## src/hdl/asq_cfg.svh

```systemverilog
`ifndef ASQ_CFG_SVH
`define ASQ_CFG_SVH
// ----------------------------------------------------------------------------
// Register offsets
// ----------------------------------------------------------------------------
`define ASQ_OFS_ACTIVATE 12'h000
`define ASQ_OFS_RAW 12'h004
`define ASQ_OFS_MASK 12'h008
`define ASQ_OFS_STATUS 12'h00C
// ----------------------------------------------------------------------------
// Field layout and reset values
// ----------------------------------------------------------------------------
`define ASQ_NSEQ 4
`define ASQ_FLD_LSB 0
`define ASQ_FLD_MSB 3
`define ASQ_RST_ACTIVATE 4'h0
`define ASQ_RST_RAW 4'h0
`define ASQ_RST_MASK 4'h0
`define ASQ_ADDR_W 12
`endif

```

## src/hdl/asq_pkg.sv

```systemverilog
package asq_pkg;
  // Four-bit vector, one bit per sequencer.
  typedef logic [3:0] asq_nib_t;

  // Bus access phase, one-hot.
  typedef enum logic [1:0] {
    ASQ_IDLE = 2'b01,
    ASQ_DATA = 2'b10
  } asq_phase_e;

  // Register file state.
  typedef struct packed {
    asq_nib_t active;
    asq_nib_t raw;
    asq_nib_t mask;
  } asq_regs_s;

  // Bus slave state.
  typedef struct packed {
    asq_phase_e phase;
    logic write;
    logic [11:0] addr;
    logic [31:0] rdata;
  } asq_bus_s;
endpackage

```

## src/hdl/asq_ahb_top.sv

```systemverilog
`timescale 1ns/100ps
`include "asq_cfg.svh"
// ----------------------------------------------------------------------------
// Summary of operation
// ----------------------------------------------------------------------------
// Summary of operation
// - Four enable bits, one per sequencer, each activates its sequencer.
// - Raw flag sets on completion of a sample with irq request bit while its sequencer is enabled.
// - Raw flags are always readable, independent of the mask.
// - One mask bit per sequencer gates the raw flag to the interrupt.
// - Masked status reads as raw AND mask.
// - Interrupt is a level, high while any raw AND mask is one.
// - Writing one to a status bit clears it and the raw flag.
// - That clear acts even when the masked bit is zero.
module asq_ahb_top
  import asq_pkg::*;
(
  // Clock and reset.
  input wire logic sys_clk,
  input wire logic resetn,
  // AHB-Lite slave port.
  input wire logic hsel,
  input wire logic [31:0] haddr,
  input wire logic [1:0] htrans,
  input wire logic hwrite,
  input wire logic [2:0] hsize,
  input wire logic [31:0] hwdata,
  input wire logic hready,
  output logic [31:0] hrdata,
  output logic hreadyout,
  output logic hresp,
  // Sequencer side.
  input wire logic [3:0] sample_done,
  input wire logic [3:0] sample_irq_request,
  output logic [3:0] sequencer_active_bit,
  // Interrupt.
  output logic adc_irq
);
  asq_bus_s b_q;
  asq_bus_s b_d;
  logic [3:0] raw_flags;
  logic [3:0] mask_bits;
  logic [3:0] mstat;
  logic wr_act;
  logic wr_msk;
  logic wr_clr;
  logic take;

  // ----------------------------------------------------------------------------
  // Register read mux
  // ----------------------------------------------------------------------------
  // Upper bits read as zero; unmapped offsets read as zero and answer OKAY.
  function automatic logic [31:0] rd_mux(input logic [11:0] a, input logic [3:0] act,
                                         input logic [3:0] raw, input logic [3:0] msk,
                                         input logic [3:0] ms);
    logic [31:0] v;
    v = 32'h0000_0000;
    unique case (a)
      `ASQ_OFS_ACTIVATE: v[3:0] = act;
      `ASQ_OFS_RAW: v[3:0] = raw;
      `ASQ_OFS_MASK: v[3:0] = msk;
      `ASQ_OFS_STATUS: v[3:0] = ms;
      default: v = 32'h0000_0000;
    endcase
    return v;
  endfunction

  // ----------------------------------------------------------------------------
  // Bus slave
  // ----------------------------------------------------------------------------
  // Transfers complete with zero wait states, so hreadyout is always high.
  assign take = hsel && hready && htrans[1];

  // Address phase capture and data phase write strobes.
  always_comb begin
    b_d = b_q;
    b_d.phase = ASQ_IDLE;
    if (take) begin
      b_d.phase = ASQ_DATA;
      b_d.write = hwrite;
      b_d.addr = haddr[11:0];
      if (!hwrite) begin
        b_d.rdata = rd_mux(haddr[11:0], sequencer_active_bit, raw_flags, mask_bits, mstat);
      end
    end
  end

  // Read data leaves a register: it is sampled in the address phase, so a flag
  // that sets during the data phase shows on the next read.
  always_ff @(posedge sys_clk) begin
    if (!resetn) begin
      b_q <= '{phase: ASQ_IDLE, write: 1'b0, addr: 12'h000, rdata: 32'h0000_0000};
    end else begin
      b_q <= b_d;
    end
  end

  // Write strobes are valid in the data phase where hwdata stands.
  assign wr_act = (b_q.phase == ASQ_DATA) && b_q.write && (b_q.addr == `ASQ_OFS_ACTIVATE);
  assign wr_msk = (b_q.phase == ASQ_DATA) && b_q.write && (b_q.addr == `ASQ_OFS_MASK);
  assign wr_clr = (b_q.phase == ASQ_DATA) && b_q.write && (b_q.addr == `ASQ_OFS_STATUS);

  assign hrdata = b_q.rdata;
  assign hreadyout = 1'b1;
  assign hresp = 1'b0;

  // ----------------------------------------------------------------------------
  // Flag core
  // ----------------------------------------------------------------------------
  asq_irq_core u_core (
    .sys_clk(sys_clk),
    .resetn(resetn),
    .wr_active(wr_act),
    .wr_mask(wr_msk),
    .wr_clear(wr_clr),
    .wr_data(hwdata[3:0]),
    .sample_done(sample_done),
    .sample_irq_request(sample_irq_request),
    .sequencer_active_bit(sequencer_active_bit),
    .raw_completion_flag(raw_flags),
    .irq_mask_q(mask_bits),
    .masked_status(mstat),
    .adc_irq(adc_irq)
  );

  a_act_write: assert property (@(posedge sys_clk) disable iff (!resetn)
    wr_act |=> sequencer_active_bit == $past(hwdata[3:0])) else $error("enable write");
  a_raw_readonly: assert property (@(posedge sys_clk) disable iff (!resetn)
    (b_q.phase == ASQ_DATA) && b_q.write && (b_q.addr == `ASQ_OFS_RAW) && sample_done == 4'h0
    |=> raw_flags == $past(raw_flags)) else $error("raw written");
  a_status_read: assert property (@(posedge sys_clk) disable iff (!resetn)
    take && !hwrite && haddr[11:0] == `ASQ_OFS_STATUS |=> hrdata == {28'h0, $past(raw_flags & mask_bits)})
    else $error("status read");
endmodule

```

## src/hdl/asq_irq_core.sv

```systemverilog
`timescale 1ns/100ps
`include "asq_cfg.svh"
// Flag core: enables, raw completion flags, mask and the interrupt line.
module asq_irq_core
  import asq_pkg::*;
(
  // Clock and reset.
  input wire logic sys_clk,
  input wire logic resetn,
  // Software writes, one-cycle strobes.
  input wire logic wr_active,
  input wire logic wr_mask,
  input wire logic wr_clear,
  input wire logic [3:0] wr_data,
  // Sequencer side.
  input wire logic [3:0] sample_done,
  input wire logic [3:0] sample_irq_request,
  // State out.
  output logic [3:0] sequencer_active_bit,
  output logic [3:0] raw_completion_flag,
  output logic [3:0] irq_mask_q,
  output logic [3:0] masked_status,
  output logic adc_irq
);
  asq_regs_s r_q;
  asq_regs_s r_d;
  logic [3:0] set_ev;

  // Next state; set of a raw flag wins over a clear in the same cycle.
  always_comb begin
    r_d = r_q;
    set_ev = sample_done & sample_irq_request & r_q.active;
    if (wr_active) begin
      r_d.active = wr_data;
    end
    if (wr_mask) begin
      r_d.mask = wr_data;
    end
    // A one clears the raw flag whatever the mask; a zero leaves it alone.
    if (wr_clear) begin
      r_d.raw = r_q.raw & ~wr_data;
    end
    r_d.raw = r_d.raw | set_ev;
  end

  // Register the state.
  always_ff @(posedge sys_clk) begin
    if (!resetn) begin
      r_q <= '{active: `ASQ_RST_ACTIVATE, raw: `ASQ_RST_RAW, mask: `ASQ_RST_MASK};
    end else begin
      r_q <= r_d;
    end
  end

  // Outputs straight from the registers.
  assign sequencer_active_bit = r_q.active;
  assign raw_completion_flag = r_q.raw;
  assign irq_mask_q = r_q.mask;
  assign masked_status = r_q.raw & r_q.mask;
  assign adc_irq = |(r_q.raw & r_q.mask);

  a_irq_level: assert property (@(posedge sys_clk) disable iff (!resetn)
    adc_irq == |(raw_completion_flag & irq_mask_q)) else $error("irq level wrong");
  a_set_wins: assert property (@(posedge sys_clk) disable iff (!resetn)
    |set_ev |=> ((raw_completion_flag & $past(set_ev)) == $past(set_ev))) else $error("set lost");
  a_clear_one: assert property (@(posedge sys_clk) disable iff (!resetn)
    wr_clear && set_ev == 4'h0 |=> ((raw_completion_flag & $past(wr_data)) == 4'h0)) else $error("clear failed");
  a_clear_zero: assert property (@(posedge sys_clk) disable iff (!resetn)
    wr_clear |=> ((raw_completion_flag & ~$past(wr_data)) ==
      (($past(raw_completion_flag) | $past(set_ev)) & ~$past(wr_data)))) else $error("zero changed");
  a_no_spurious: assert property (@(posedge sys_clk) disable iff (!resetn)
    set_ev == 4'h0 |=> (raw_completion_flag & ~$past(raw_completion_flag)) == 4'h0) else $error("raw set");
  a_mask_write: assert property (@(posedge sys_clk) disable iff (!resetn)
    wr_mask |=> irq_mask_q == $past(wr_data)) else $error("mask write");
endmodule

```

## config.mk

```make
export PLATFORM = sky130hd
export DESIGN_NAME = asq_ahb_top
export DESIGN_NICKNAME = d
export VERILOG_FILES = /design/src/hdl/asq_pkg.sv /design/src/hdl/asq_ahb_top.sv /design/src/hdl/asq_irq_core.sv
export VERILOG_INCLUDE_DIRS = /design/src /design/src/hdl
export SDC_FILE = /design/constraint.sdc
export NUM_CORES = 1
export LEC_CHECK = 0
export ABC_AREA = 1
export BUFFER_PORTS_ARGS = -buffer_cell sky130_fd_sc_hd__buf_2
export CAP_MARGIN = 15
export CORE_MARGIN = 2
export CORE_UTILIZATION = 37
export CTS_BUF_LIST = sky130_fd_sc_hd__clkbuf_16
export DETAILED_ROUTE_END_ITERATION = 7
export PLACE_DENSITY = 0.78
export SLEW_MARGIN = 30
export SYNTH_ARGS = -nofsm -noshare
export SYNTH_HDL_FRONTEND = slang
export SYNTH_SLANG_ARGS = --single-unit
```

## constraint.sdc

```tcl
create_clock -name sys_clk -period 1.2 [get_ports sys_clk]
set_clock_uncertainty 0.1 [all_clocks]
set_input_delay 0.3 -clock sys_clk [delete_from_list [all_inputs] [get_ports sys_clk]]
set_output_delay 0.3 -clock sys_clk [all_outputs]
set_load 0.05 [all_outputs]
```

==> flow_summary.ini <==
[run_status]
run_status = finished with violations
failed_checks = negative setup slack

[pwr]
p_clk_share_pct = 43.3
netSwitchingPower_mw = 0.781
total_leakage_power_nw = 1.14
p_seq_share_pct = 39.1
combPwrFrac_pct = 17.5
power_density_nw_per_um2 = 1080
p_int_mw = 1.92
ir_worst_vdd_v = 0.000601
finalPower_mw = 2.70
switching_share_pct = 28.9

[route]
drt_iter0_markers = 88
postRouteAntennaNets = 0
avgRoutedWirePerCell_um = 11.8
viasPerCell = 4.54
num_vias = 1613
totalWireLength_um = 4180
firstDrtPassIters = 4
drcViolationCount = 0

[floorplanning]
dieWidth_um = 72.4
coreArea_um2 = 4440
initial_core_util_pct = 38.9
die_y_um = 72.4
ioPinCount = 121
rows = 24
die_area_um2 = 5240

[sta]
max_freq_mhz = 712
setup_viol = 18
whs_ns = 0.155
hold_viol = 0
fin_ws_ns = -0.205
final.setup.tns_ns = -2.26
drv_slew = 0
fin_crit_ns = 1.40
finalCritPeriodShare_pct = 117
rsz0062_at_grt = true

[finish]
utilization_pct = 56.2
nNetsFinal = 384
stdcell_count = 355
fill_cells = 377
postLayoutCellArea_um2 = 2500
synthToLayoutAreaGrowth_pct = 44.4
multiInputGateArea_um2 = 950
regArea_um2 = 639
diodes = 0
layout-drive-gt1-share_pct = 44.6

[setup_path]
rr_startpoint = b_q[32]$_SDFFE_PN0P_
cpMaxStageDelayCell = dfxtp_2
critical_path_buf_inv_count = 2
cp-start-kind = register
worstPathRequired_ns = 1.27
cp_max_fo = 4
crit_path_max_incr_delay_ns = 0.31
cp.depth = 7
r2r_slack_ns = -0.20
worst_ep_arrival_time_ns = 1.48
crit_chain = inv_2 -> nand2_2 -> nor3_4 -> buf_12 -> nand4_1 -> o21ai_1 -> nor2_1
criticalPathCategory = register to register
reg2reg_to = u_core.irq_mask_q[1]$_SDFFE_PN0P_
r2r_cells = 7
end_kind = register
critPathTopFamily = simple AND/OR/NAND/NOR gates

[placed_design]
placed_area_um2 = 2110
portBuffers = 38
hpwl_um = 2980
post-place-ws_ns = -0.281
place_congestion = 0.809
place_inst = 343

[global_route]
grt_max_degree = 14
grt_busiest_layer = met2
gr-usage-met2_pct = 28.1
grt_use_met1_pct = 19.2
grt_usage_pct = 16.6
grt_overflow_total = 0
grt_pass1_wl_um = 6730
use_met3_pct = 6.25
antenna_found_initial = 0
grt_pass1_vias = 1539

[synthesis]
synthTopCellsByArea = dfxtp_1 (36%), buf_4 (15%), nand2_1 (10%), inv_1 (6.1%), nor2_1 (4.6%)
synth_commonest_cells = nand2_1 (46), buf_4 (34), dfxtp_1 (31)
synth_flop_cell = dfxtp_1
yosysMostFrequentCell = nand2_1
syn_avg_cell_area_um2 = 7.46
yosysUniqueCellTypes = 27
syn_area_um2 = 1730
yosysSeqAreaShare_pct = 35.9
netlist.area_leader.share_pct = 35.9
syn_inst = 232
async_flop_share_pct = 0
synth_edf_count = 0
yosysTopAreaCell = dfxtp_1
yosysWarnings = 0
ys_seq_elements = 31

[cts]
cts.reportedPaths.clkPinSlew_ns = 0.05
cts_root_buffer = clkbuf_16
ctsHoldBuffers = 0
clockBufferDepth = 2
cts_tree = done
clkLatencyLatePin_ns = 0.28
clock_sinks = 31
htreeDepth = 2
cts_made_buffers = 5

[run]
drv_cap = 0

[worst_hold_path]
hold_path_depth = 3
hold_path_class = primary input to register
min_to = b_q[32]$_SDFFE_PN0P_
worstHoldStart = haddr[0]
how the worst max path moves through the flow:
stage | startpoint | to
after CTS | b_q[32]$_SDFFE_PN0P_ | u_core.irq_mask_q[0]$_SDFFE_PN0P_
final | b_q[32]$_SDFFE_PN0P_ | u_core.irq_mask_q[1]$_SDFFE_PN0P_
after floorplan | b_q[44]$_SDFFE_PN0P_ | u_core.irq_mask_q[0]$_SDFFE_PN0P_
after detailed placement | b_q[32]$_SDFFE_PN0P_ | u_core.irq_mask_q[0]$_SDFFE_PN0P_
after global routing | b_q[33]$_SDFFE_PN0P_ | u_core.irq_mask_q[2]$_SDFFE_PN0P_
after global placement | haddr[0] | hrdata[0]$_SDFFE_PN0P_
layout by cell type, fill, tap and decap left out, types with 9 or more instances in the layout:
cell type	count
nand2_1	40
buf_4	31
conb_1	30
inv_1	27
buf_2	25
dfxtp_1	18
dfxtp_2	12
nor2_1	11
o21ai_0	10
nand3_1	9
buf_6	9
area by class of cell:
type / count / area share (%)
multi-input combinational: 162 / 38.0
inverter: 29 / 4.36
tap: 52 / 2.60
timing repair buffer: 73 / 24.0
clock buffer: 5 / 5.01
sequential: 31 / 25.6
clock inverter: 3 / 0.451
routing by layer:
metal / vias to the layer above / part of all wire, % / routed length, µm
met4: 0 / 1.2 / 51
li1: 819 / - / -
met5: - / 0 / 0
met3: 5 / 7.2 / 301
met2: 59 / 51 / 2150
met1: 730 / 40 / 1680
repair_timing:
item,CTS,global route
cloned,0,1
setup endpoints to repair,22,24
setup buffers,1,2
gates resized for setup,32,34
pin swaps,9,23
registers in the layout (all words and copies together) (netlist names):
signal                       count
u_core.raw_completion_flag       4
u_core.sequencer_active_bit      4
hrdata                           4
u_core.irq_mask_q                4
b_q                             15
power by group through the flow:
stage / combinational [mW] / sequential (mW) / clock [mW]
4_1_cts: 0.446 / 1.06 / 1.19
3_5_place_dp: 0.441 / 1.08 / 0
2_1_floorplan: 0.378 / 1.08 / 0
5_1_grt: 0.502 / 1.06 / 1.25
3_3_place_gp: 0.436 / 1.08 / 0
6_report: 0.474 / 1.06 / 1.17
kinds of logic after synthesis:
logic type | share of synthesized area, %
and+or+nand+nor | 32.1
buffers and inverters | 22.4
DFF | 35.9
AOI/OAI and AO/OA | 9.18
other | 0.434
tightest hold or removal path: stages:
cell	delay (ns)
buf_2	0.10
nand2_1	0.05
o21ai_0	0.05
Power figures use the tool's default switching activity.
